### src/core/bms_pkg.sv
package bmf_pkg;

  // Decoded boot modes
  typedef enum logic [2:0] {
    BMF_MODE_EPROM,
    BMF_MODE_HOST,
    BMF_MODE_LINK,
    BMF_MODE_NONE,
    BMF_MODE_RSVD
  } bmf_mode_t;

  // Hardwired configuration straps
  typedef struct packed {
    logic eprom_boot_select;
    logic link_boot_select;
    logic pin_low;
  } bmf_strap_t;

  // Values after reset
  localparam logic      RST_SELECT_OE_N = 1'h1;
  localparam logic      RST_SELECT_OUT  = 1'h1;
  localparam logic      RST_FETCH_OUT   = 1'h1;
  localparam logic      RST_FETCH_OE_N  = 1'h1;
  localparam logic      RST_CAPTURED    = 1'h0;
  localparam logic      RST_RESERVED    = 1'h0;
  localparam bmf_mode_t RST_MODE        = BMF_MODE_RSVD;

endpackage

### src/core/bms_boot_select.sv
`timescale 1ns/10ps

// Behaviour
// - EPROM high, link low: boot memory select drives EPROM chip select.
// - Both low, pin high: host boot; EPROM low, link high, pin high: link boot.
// - Both low, pin low: no boot, execute from external memory.
// - Fetch indicator low during external fetch while no host owns the bus, high otherwise.
// - Fetch indicator released while a host owns the bus.
// - Boot memory select direction follows the two boot select inputs.
module bmf_boot_select
  import bmf_pkg::*;
(
  // Clock and reset
  input  wire logic      i_clock,
  input  wire logic      i_rst,
  // Hardwired configuration straps
  input  wire logic      i_eprom_boot_select,
  input  wire logic      i_link_boot_select,
  // Boot memory select pin
  input  wire logic      i_boot_memory_select_n,
  output logic           o_boot_memory_select_n,
  output logic           o_boot_memory_select_oe_n,
  // EPROM chip select request from boot loader
  input  wire logic      i_eprom_select,
  // Fetch indicator
  input  wire logic      i_ext_fetch,
  input  wire logic      i_host_owns_bus,
  output logic           o_core_fetch_indicator_n,
  output logic           o_core_fetch_indicator_oe_n,
  // Decoded boot mode
  output bmf_mode_t      o_boot_mode,
  output logic           o_mode_reserved
);

  bmf_strap_t strap_reg;
  bmf_mode_t  mode_next;
  logic       captured_reg;

  // Straps follow the pins while in reset and at the first edge after release, then frozen
  always_ff @(posedge i_clock or posedge i_rst) begin
    if (i_rst) begin
      captured_reg <= RST_CAPTURED;
    end else begin
      captured_reg <= 1'h1;
    end
  end

  // Strap sampling continues until the first edge after release
  always_ff @(posedge i_clock) begin
    if (!captured_reg) begin
      strap_reg.eprom_boot_select <= i_eprom_boot_select;
      strap_reg.link_boot_select  <= i_link_boot_select;
      strap_reg.pin_low           <= ~i_boot_memory_select_n;
    end
  end

  // Mode decode from the straps
  always_comb begin
    mode_next = BMF_MODE_RSVD;
    if (strap_reg.eprom_boot_select && !strap_reg.link_boot_select) begin
      mode_next = BMF_MODE_EPROM;
    end else if (!strap_reg.eprom_boot_select && !strap_reg.link_boot_select
                 && !strap_reg.pin_low) begin
      mode_next = BMF_MODE_HOST;
    end else if (!strap_reg.eprom_boot_select && strap_reg.link_boot_select
                 && !strap_reg.pin_low) begin
      mode_next = BMF_MODE_LINK;
    end else if (!strap_reg.eprom_boot_select && !strap_reg.link_boot_select
                 && strap_reg.pin_low) begin
      mode_next = BMF_MODE_NONE;
    end
  end

  // Decoded mode register, loaded at the first edge after reset release, then held
  always_ff @(posedge i_clock or posedge i_rst) begin
    if (i_rst) begin
      o_boot_mode     <= RST_MODE;
      o_mode_reserved <= RST_RESERVED;
    end else if (!captured_reg) begin
      o_boot_mode     <= mode_next;
      o_mode_reserved <= (mode_next == BMF_MODE_RSVD);
    end
  end

  // Boot memory select pin direction and chip select drive
  always_ff @(posedge i_clock or posedge i_rst) begin
    if (i_rst) begin
      o_boot_memory_select_oe_n <= RST_SELECT_OE_N;
      o_boot_memory_select_n    <= RST_SELECT_OUT;
    end else begin
      o_boot_memory_select_oe_n <= ~(i_eprom_boot_select
                                     & ~i_link_boot_select);
      o_boot_memory_select_n    <= ~(captured_reg
                                     && o_boot_mode == BMF_MODE_EPROM
                                     && i_eprom_select);
    end
  end

  // Fetch indicator drive and release
  always_ff @(posedge i_clock or posedge i_rst) begin
    if (i_rst) begin
      o_core_fetch_indicator_n    <= RST_FETCH_OUT;
      o_core_fetch_indicator_oe_n <= RST_FETCH_OE_N;
    end else begin
      o_core_fetch_indicator_n    <= ~(i_ext_fetch
                                       & ~i_host_owns_bus);
      o_core_fetch_indicator_oe_n <= i_host_owns_bus;
    end
  end

  // Checks on the fetch indicator
  property p_fetch_release;
    @(posedge i_clock) disable iff (i_rst)
      i_host_owns_bus |=> o_core_fetch_indicator_oe_n;
  endproperty
  a_fetch_release: assert property (p_fetch_release)
    else $error("fetch indicator driven while host owns bus");

  property p_fetch_low;
    @(posedge i_clock) disable iff (i_rst)
      (i_ext_fetch && !i_host_owns_bus) |=> !o_core_fetch_indicator_n;
  endproperty
  a_fetch_low: assert property (p_fetch_low)
    else $error("fetch indicator not low during fetch");

  property p_fetch_high;
    @(posedge i_clock) disable iff (i_rst)
      !i_ext_fetch |=> o_core_fetch_indicator_n;
  endproperty
  a_fetch_high: assert property (p_fetch_high)
    else $error("fetch indicator low without fetch");

  property p_fetch_host_high;
    @(posedge i_clock) disable iff (i_rst)
      i_host_owns_bus |=> o_core_fetch_indicator_n;
  endproperty
  a_fetch_host_high: assert property (p_fetch_host_high)
    else $error("fetch indicator low while host owns bus");

  // Checks on the boot memory select direction
  property p_select_dir;
    @(posedge i_clock) disable iff (i_rst)
      (i_eprom_boot_select && !i_link_boot_select)
        |=> !o_boot_memory_select_oe_n;
  endproperty
  a_select_dir: assert property (p_select_dir)
    else $error("boot memory select not driven in EPROM mode");

  property p_select_input;
    @(posedge i_clock) disable iff (i_rst)
      !i_eprom_boot_select |=> o_boot_memory_select_oe_n;
  endproperty
  a_select_input: assert property (p_select_input)
    else $error("boot memory select driven in input mode");

  // Checks on the decoded boot mode: decode at the first edge after release, then hold
  property p_mode_hold;
    @(posedge i_clock) disable iff (i_rst)
      ($past(captured_reg) && captured_reg) |-> $stable(o_boot_mode);
  endproperty
  a_mode_hold: assert property (p_mode_hold)
    else $error("boot mode changed outside reset");

  property p_eprom_mode;
    @(posedge i_clock) disable iff (i_rst)
      (!captured_reg && i_eprom_boot_select && !i_link_boot_select)
        |=> o_boot_mode == BMF_MODE_EPROM;
  endproperty
  a_eprom_mode: assert property (p_eprom_mode)
    else $error("EPROM boot not decoded");

  property p_host_mode;
    @(posedge i_clock) disable iff (i_rst)
      (!captured_reg && !i_eprom_boot_select && !i_link_boot_select
       && i_boot_memory_select_n)
        |=> o_boot_mode == BMF_MODE_HOST;
  endproperty
  a_host_mode: assert property (p_host_mode)
    else $error("host boot not decoded");

  property p_link_mode;
    @(posedge i_clock) disable iff (i_rst)
      (!captured_reg && !i_eprom_boot_select && i_link_boot_select
       && i_boot_memory_select_n)
        |=> o_boot_mode == BMF_MODE_LINK;
  endproperty
  a_link_mode: assert property (p_link_mode)
    else $error("link boot not decoded");

  property p_none_mode;
    @(posedge i_clock) disable iff (i_rst)
      (!captured_reg && !i_eprom_boot_select && !i_link_boot_select
       && !i_boot_memory_select_n)
        |=> o_boot_mode == BMF_MODE_NONE;
  endproperty
  a_none_mode: assert property (p_none_mode)
    else $error("no-boot mode not decoded");

  property p_rsvd_decode;
    @(posedge i_clock) disable iff (i_rst)
      (!captured_reg
       && ((i_eprom_boot_select && i_link_boot_select)
           || (!i_eprom_boot_select && i_link_boot_select
               && !i_boot_memory_select_n)))
        |=> o_mode_reserved;
  endproperty
  a_rsvd_decode: assert property (p_rsvd_decode)
    else $error("reserved straps not flagged");

  property p_rsvd_flag;
    @(posedge i_clock) disable iff (i_rst)
      o_mode_reserved |-> o_boot_mode == BMF_MODE_RSVD;
  endproperty
  a_rsvd_flag: assert property (p_rsvd_flag)
    else $error("reserved flag without reserved mode");

  // Check on the EPROM chip select
  property p_eprom_cs;
    @(posedge i_clock) disable iff (i_rst)
      (captured_reg && o_boot_mode == BMF_MODE_EPROM && i_eprom_select)
        |=> !o_boot_memory_select_n;
  endproperty
  a_eprom_cs: assert property (p_eprom_cs)
    else $error("EPROM chip select not asserted");

  // Main scenarios reached
  c_eprom: cover property (@(posedge i_clock) disable iff (i_rst)
    o_boot_mode == BMF_MODE_EPROM && !o_boot_memory_select_n);
  c_link: cover property (@(posedge i_clock) disable iff (i_rst)
    o_boot_mode == BMF_MODE_LINK);
  c_none: cover property (@(posedge i_clock) disable iff (i_rst)
    o_boot_mode == BMF_MODE_NONE);
  c_host_bus: cover property (@(posedge i_clock) disable iff (i_rst)
    i_ext_fetch ##1 i_host_owns_bus);

endmodule

### config.mk
export PLATFORM = sky130hd
export DESIGN_NAME = bmf_boot_select
export DESIGN_NICKNAME = d
export VERILOG_FILES = /design/src/core/bms_pkg.sv /design/src/core/bms_boot_select.sv
export SDC_FILE = /design/constraint.sdc
export NUM_CORES = 1
export LEC_CHECK = 0
export BUFFER_PORTS_ARGS = -buffer_cell sky130_fd_sc_hd__buf_2
export CAP_MARGIN = 20
export CORE_AREA = 4 4 41 43
export CTS_BUF_LIST = sky130_fd_sc_hd__clkbuf_16
export CTS_CLUSTER_DIAMETER = 60
export DETAILED_ROUTE_END_ITERATION = 16
export DIE_AREA = 0 0 45 47
export PLACE_DENSITY_LB_ADDON = 0.1
export SLEW_MARGIN = 20
export SYNTH_ARGS = -nofsm -noshare
export SYNTH_HDL_FRONTEND = slang
export SYNTH_SLANG_ARGS = --single-unit
export TNS_END_PERCENT = 5
### constraint.sdc
create_clock -name i_clock -period 1.2 [get_ports i_clock]
set_input_delay 0.06 -clock i_clock [delete_from_list [all_inputs] [get_ports i_clock]]
set_output_delay 0.06 -clock i_clock [all_outputs]
set_load 0.02 [all_outputs]
After elaboration in Yosys (flattened, before gate mapping):

Index checks and enable logic that the tools add are counted.

* register bits after elaboration: 12
* ROM bits: 0
* logic and storage cells: 35
* output and inout port bits: 8
* memory bits (writable): 0
* bits of input ports: 8
* latch bits: 0
* memories: 0

* equal/unequal tests: 1
* shift operators: 0
* $lt $le $gt $ge: 0
* multiplexer cells: 4
* $mul: 0
* div/mod/pow operators: 0
* reduce and logical (&&, ||, !) cells: 12
* bitwise operators: 8
* add/sub/neg operators: 0

Operators by type and width (number)
* two-way mux 3 bit: 4
* logical AND 1 bit: 8
* inverter 1 bit: 6
* equality test 3 bit, second input constant: 1
* zero test 1 bit: 3
* zero test 3 bit: 1
* AND 1 bit: 2

Depth between registers and ports, before layout:

Gate-level depths: netlist of the first run.

* depth after elaboration: 8
* gate-level depth with buffers: 3
* gate-level depth less buffers: 2

Worst setup path before layout of the first run:

No wires, ideal clock.

* kind: register -> register
* start point: register o_boot_mode[1]
* end point: register o_boot_memory_select_n
* data required time: 1.116 ns
* slack: 0.316 ns
* arrival time: 0.800 ns
* library setup time: 0.084 ns
* stages on the path, launching flop included: 3
* period minus slack after synthesis: 0.884 ns
* path buffers: 0
* path through: dfrtp_1 -> nor4b_1 -> nand2_1

* longest elaborated chain between the ends: 4

Ends and longest elaborated chain
* start, declared: line bms_boot_select.sv:31 `output bmf_mode_t o_boot_mode,`
* start signal, assigned: line bms_boot_select.sv:80 `o_boot_mode <= mode_next;`
* zero test 3 bit: line bms_boot_select.sv:94 `&& o_boot_mode == BMF_MODE_EPROM`
* logical AND 1 bit: line bms_boot_select.sv:94
* logical AND 1 bit: line bms_boot_select.sv:95 `&& i_eprom_select);`
* inverter 1 bit: line bms_boot_select.sv:93 `o_boot_memory_select_n <= ~(captured_reg`
* end signal, assigned: line bms_boot_select.sv:93
* end, declared: line bms_boot_select.sv:21 `output logic o_boot_memory_select_n,`

No other way between the ends.
A chain may end at the register's enable or synchronous reset.

Worst setup path in the final report of the first run:

* start point: register o_boot_mode[2]
* end point: output port o_boot_mode[2]

No word-level cell between the ends.

==> results.json, run 1 <==
{
  "die_height_um": 47,
  "grt_overflow": 0,
  "internal_power_mw": 0.937,
  "p_comb_frac": 0.085,
  "vias_per_cell": 4.41,
  "clk_pin_slew_ns": 0.04,
  "h-tree-depth": 1,
  "place_congestion": 0.663,
  "die-area_um2": 2120,
  "row_count": 13,
  "io_buffers": 15,
  "vdd_drop_max_mv": 0.994,
  "numCtsBuffers": 3,
  "utilization": 0.490,
  "cap_violations": 0,
  "fin_nets": 63,
  "numClockSinks": 12,
  "switchingPower_mw": 0.233,
  "fillCellCount": 129,
  "synth.area.top_cells": "dfstp_2 (30%), dfrtp_1 (23%), edfxtp_1 (21%)",
  "required_ns": 1.14,
  "pwr-share-clk": 0.510,
  "initial_core_util": 0.336,
  "cts_tree": "done",
  "yosysTopAreaCell": "dfstp_2",
  "yosysSeqAreaShare": 0.736,
  "wirelength_um": 731,
  "outcome": "finished clean",
  "routedWlPerCell_um": 10.6,
  "ys_async_sr_fraction": 0.750,
  "slowest_delay_ns": 0.53,
  "p_leak_nw": 0.294,
  "critical_path_class": "flop to output port",
  "dpl_cell_area_um2": 519,
  "antenna_found_initial": 0,
  "post_cts_resized": 0,
  "worstSetupEndpointType": "output port",
  "period_needed_ns": 0.986,
  "clk_latency_ns": 0.24,
  "cp_num_buf_inv": 1,
  "crit_chain": "buf_2",
  "synthToLayoutAreaGrowth_pct": 46.1,
  "finalClockSkew_ns": 0.00390,
  "clock.fmax_ghz": 1.01,
  "cts_buffer_depth": 2,
  "critPathArrivalTime_ns": 0.93,
  "slew_viol_final": 0,
  "vias": 304,
  "reg2reg_setup_slack_ns": 0.30,
  "ys.flop_type": "dfstp_2",
  "drc": 0,
  "grt_usage": 0.0894,
  "synth_nets": 40,
  "synth.avg_cell_area_um2": 13.6,
  "hp-start": "i_link_boot_select",
  "ys_types": 14,
  "cts_root_buf": "clkbuf_16",
  "setup_violations": 0,
  "synth_cells": 32,
  "startpoint": "o_boot_mode[2]",
  "drt_first_iter_violations": 5,
  "grt_max_degree": 10,
  "finalInstanceArea_um2": 638,
  "crit_family": "flip-flops",
  "synth_edf_count": 3,
  "ios": 16,
  "synth_warnings": 0,
  "core_area_um2": 1300,
  "cts_setup_buffers": 0,
  "r2r_start": "captured_reg",
  "seqPwrFrac": 0.406,
  "grt_pass1_vias": 302,
  "slowest_stage": "dfstp_2",
  "antennaDiodeCount": 0,
  "regArea_um2": 322,
  "finalHoldViolations": 0,
  "crit_fanout": 3,
  "tns_ns": 0,
  "drive_gt1_frac": 0.444,
  "fp.dieW_um": 45,
  "fin_crit_sh": 0.822,
  "ant_nets": 0,
  "start_kind": "flop",
  "syn_area_um2": 437,
  "final_cells": 69,
  "firstDrtPassIters": 3,
  "yosysTopAreaCellShare": 0.301,
  "worstHoldPathType": "primary input to flop",
  "grt_pass1_wl_um": 1240,
  "placed_cells": 61,
  "ys_ff_latch": 12,
  "rsz0062_at_grt": "no",
  "multi_input_area_um2": 92.6,
  "synthTopCellsByCount": "dfstp_2 (5), nand2_1 (5), dfrtp_1 (4)",
  "swShare": 0.199,
  "p_per_area_nw_per_um2": 1830
}
## kinds of logic (layout without fill, tap and decap cells)
family,count (synthesis),in the layout,share of synthesized area
other,1,1,0.00859
flip-flops,12,12,0.736
buffers and inverters,4,26,0.0516
XOR/XNOR,1,1,0.0201
AND/OR/NAND/NOR,10,10,0.115
AO/OA/AOI/OAI,4,4,0.0688
## through the flow
step / power, mW / hold slack (ns) / setup slack [ns]
2_1_floorplan: 0.537 / -0.116 / 0.316
3_3_place_gp: 0.569 / 0.0213 / 0.313
3_5_place_dp: 0.572 / 0.0337 / 0.296
4_1_cts: 1.19 / 0.00560 / 0.204
5_1_grt: 1.23 / 0.00749 / 0.188
6_report: 1.17 / 0.00800 / 0.214
## placed cells by master, fill, tap and decap left out, drive strengths merged
cell type and n:
clkbuf 3, o21ai 2, clkinv 1, conb 1
nor2 1, dfrtp 4, nand2b 3, dlygate4sd3 4
edfxtp 3, nor4b 1, o31ai 2, inv 3
dfstp 5, xnor2 1, nand2 5, buf 15
## layer usage
metal  global-route usage  vias to the layer above  routed length [um]
li1                     -                      144                   -
met3               0.0345                        2                  72
met5                    0                        -                   0
met2                0.136                       15                 351
met1               0.0938                      143                 292
met4               0.0877                        0                  14
## cell type report
class / count / area share
sequential: 12 / 0.504
timing repair buffer: 19 / 0.180
multi-input combinational: 16 / 0.145
clock buffer: 3 / 0.118
tap: 15 / 0.0294
inverter: 3 / 0.0176
clock inverter: 1 / 0.00588
## path summary, 6_finish.rpt
check	end	cells after the start
max	o_boot_mode[2]	1
min	strap_reg[1]	1
max reg2reg	strap_reg[0]	1
min reg2reg	o_boot_mode[2]	2
max in group asynchronous	o_boot_memory_select_n	3
min in group asynchronous	captured_reg	3
## power groups by stage
stage / clock network (mW) / logic, mW / registers [mW]
floorplan: 0 / 0.0352 / 0.502
global route: 0.638 / 0.110 / 0.478
global placement: 0 / 0.0894 / 0.479
finish: 0.596 / 0.0989 / 0.475
CTS: 0.613 / 0.101 / 0.475
detailed placement: 0 / 0.0911 / 0.481
## what timing repair did
| item | in CTS | in global routing |
|---|---|---|
| hold buffers | 4 | 0 |
| endpoints found under the hold margin | 7 | 0 |
| endpoints found under the setup margin | 0 | 0 |
No activity file was read; power rests on OpenSTA's default activity.
==> run 2, diff against run 1 <==
--- a/config.mk
+++ b/config.mk
@@ -5,6 +5,7 @@
 export SDC_FILE = /design/constraint.sdc
 export NUM_CORES = 1
 export LEC_CHECK = 0
+export ABC_AREA = 1
 export BUFFER_PORTS_ARGS = -buffer_cell sky130_fd_sc_hd__buf_2
 export CAP_MARGIN = 20
 export CORE_AREA = 4 4 41 43
==> constraint.sdc (replaced) <==
create_clock -name i_clock -period 0.8 [get_ports i_clock]
set_input_delay 0.04 -clock i_clock [delete_from_list [all_inputs] [get_ports i_clock]]
set_output_delay 0.04 -clock i_clock [all_outputs]
set_load 0.02 [all_outputs]
==> results.json, run 2 <==
{
  "outcome": "complete, but fails checks",
  "violations": "setup timing",
  "tns_ns": -0.578,
  "finalHoldViolations": 0,
  "vias_per_cell": 4.07,
  "core_area_um2": 1300,
  "p_total_mw": 1.79,
  "h-tree-depth": 1,
  "ff2ff_path_depth": 3,
  "synth.avg_cell_area_um2": 10.4,
  "numCtsBuffers": 3,
  "seqPwrFrac": 0.395,
  "crit_chain": "buf_6",
  "wirelength_um": 756,
  "ys_types": 9,
  "grt_pass1_wl_um": 1270,
  "cts_buffer_depth": 2,
  "fp.dieW_um": 45,
  "timing.final.ws_setup_ns": -0.123,
  "hold-worst-slack_ns": 0.0394,
  "synthTopCellsByCount": "nand2_1 (15), inv_1 (7), dfstp_2 (5)",
  "pwr-share-clk": 0.498,
  "synth_cells": 42,
  "drc": 0,
  "synthToLayoutAreaGrowth_pct": 65.6,
  "internal_power_mw": 1.44,
  "p_leak_nw": 0.380,
  "synth_warnings": 0,
  "dp_slack_ns": -0.00241,
  "grt_pass1_vias": 332,
  "post-dp-hpwl_um": 557,
  "vdd_drop_max_mv": 1.17,
  "layout_commonest_cell": "nand2_1",
  "yosysTopAreaCell": "dfstp_2",
  "die-area_um2": 2120,
  "ys.flop_type": "dfstp_2",
  "grt_max_degree": 10,
  "min_path_cells": 2,
  "critical_path_class": "flop to output port",
  "critPathArrivalTime_ns": 0.88,
  "crit_fanout": 2,
  "clk_pin_slew_ns": 0.04,
  "cap_violations": 0,
  "p_comb_frac": 0.107,
  "fin_nets": 79,
  "row_count": 13,
  "slowest_stage": "dfstp_2",
  "grt_usage": 0.0913,
  "slowest_delay_ns": 0.53,
  "rsz0062_at_grt": "yes",
  "numClockSinks": 12,
  "worstSetupEndpointType": "output port",
  "synth_edf_count": 3,
  "cts_tree": "done",
  "initial_core_util": 0.336,
  "drt_first_iter_violations": 1,
  "synth.area.top_cells": "dfstp_2 (30%), dfrtp_1 (23%), edfxtp_1 (21%)",
  "antenna_found_initial": 0,
  "routedWlPerCell_um": 8.89,
  "io_buffers": 15,
  "start_kind": "flop",
  "required_ns": 0.76,
  "yosysTopAreaCellShare": 0.301,
  "swShare": 0.198,
  "worstHoldPathType": "primary input to flop",
  "setup_violations": 12,
  "yosysSeqAreaShare": 0.736,
  "grt_overflow": 0,
  "p_per_area_nw_per_um2": 2480,
  "post-synth-top-count-cell": "nand2_1",
  "layout_common_cells": "nand2_1 (15), buf_2 (10), inv_1 (7), dlygate4sd3_1 (6)",
  "switchingPower_mw": 0.356,
  "crit_family": "flip-flops",
  "fillCellCount": 122,
  "synth_nets": 50,
  "finalClockSkew_ns": 0.00149,
  "firstDrtPassIters": 4,
  "die_height_um": 47,
  "period_needed_ns": 0.923,
  "ys_ff_latch": 12,
  "crit_cells": 1,
  "vias": 346,
  "syn_area_um2": 437,
  "cts_root_buf": "clkbuf_16",
  "drive_gt1_frac": 0.386,
  "ant_nets": 0,
  "clock.fmax_ghz": 1.08,
  "place_congestion": 0.623,
  "fin_crit_sh": 1.15,
  "ys_async_sr_fraction": 0.750,
  "ios": 16,
  "slew_viol_final": 0,
  "antennaDiodeCount": 0,
  "clk_latency_ns": 0.24,
  "cp_num_buf_inv": 1
}
-- run 2: changes by cell type after synthesis, moves of 2 or more --
cell	delta
nand2_1	+10
inv_1	+4
nand2b_1	-3
nor2_1	+3
nand3_1	+2
o21ai_1	-2
-- run 2: power by group through the flow --
stage	clock, mW	combinational [mW]	sequential, mW
after floorplan	0	0.0448	0.751
after global placement	0	0.148	0.714
after detailed placement	0	0.148	0.714
after CTS	0.922	0.197	0.708
after global routing	0.959	0.213	0.712
final	0.892	0.193	0.707
-- run 2: layout make-up --
cell class,instances,area (um^2),share of cell area
inverter,8,30.0,0.0415
clock buffer,3,75.1,0.104
timing repair buffer,24,189,0.261
tap,15,18.8,0.0260
sequential,12,322,0.445
clock inverter,1,3.75,0.00519
multi-input combinational,22,85.1,0.118
-- run 2: logic make-up (layout without fill, tap and decap cells) --
logic type	Yosys count	in the layout	synth area share
and+or+nand+nor	21	21	0.186
DFF	12	12	0.736
buffers and inverters	8	36	0.0688
other	1	1	0.00859
-- run 2: stage by stage --
step / instance area, um^2 / instances / utilization
floorplan: 437 / 42 / -
global placement: 546 / 74 / 0.419
detailed placement: 546 / 74 / 0.419
CTS: 723 / 85 / 0.556
global route: 723 / 85 / 0.556
finish: 723 / 85 / 0.556
-- run 2: per-layer routing --
| metal | share of wire | vias to the layer above | wire (um) | GRT usage |
|---|---|---|---|---|
| li1 | - | 177 | - | - |
| met5 | 0 | - | 0 | 0 |
| met1 | 0.42 | 150 | 320 | 0.102 |
| met2 | 0.43 | 16 | 328 | 0.133 |
| met4 | 0.033 | 0 | 25 | 0.0702 |
| met3 | 0.11 | 3 | 81 | 0.0460 |
-- run 2: final timing paths --
| path | to | from | slack, ns |
|---|---|---|---|
| worst max-delay path | o_boot_mode[2] | o_boot_mode[2] | -0.12 |
| worst max register to register | o_boot_memory_select_n | o_boot_mode[2] | 0 |
| worst min register to register | o_mode_reserved | o_mode_reserved | 0.47 |
| worst min-delay path | strap_reg[0] | i_boot_memory_select_n | 0.04 |
| max in group asynchronous | o_boot_memory_select_n | i_rst | 0.18 |
| min in group asynchronous | captured_reg | i_rst | 0.31 |
-- run 2: what timing repair did --
action	4_1_cts	5_1_grt
gates cloned	0	0
setup buffers	1	0
resized for setup	10	0
hold endpoints to repair	10	0
hold buffers	6	0
endpoints found under the setup margin	11	16
-- run 2: worst reg2reg max path, stage by stage (launching register included) --
cell     delay (ns)
dfstp_2        0.53
buf_4          0.11
nor2_1         0.04
nand3_1        0.06
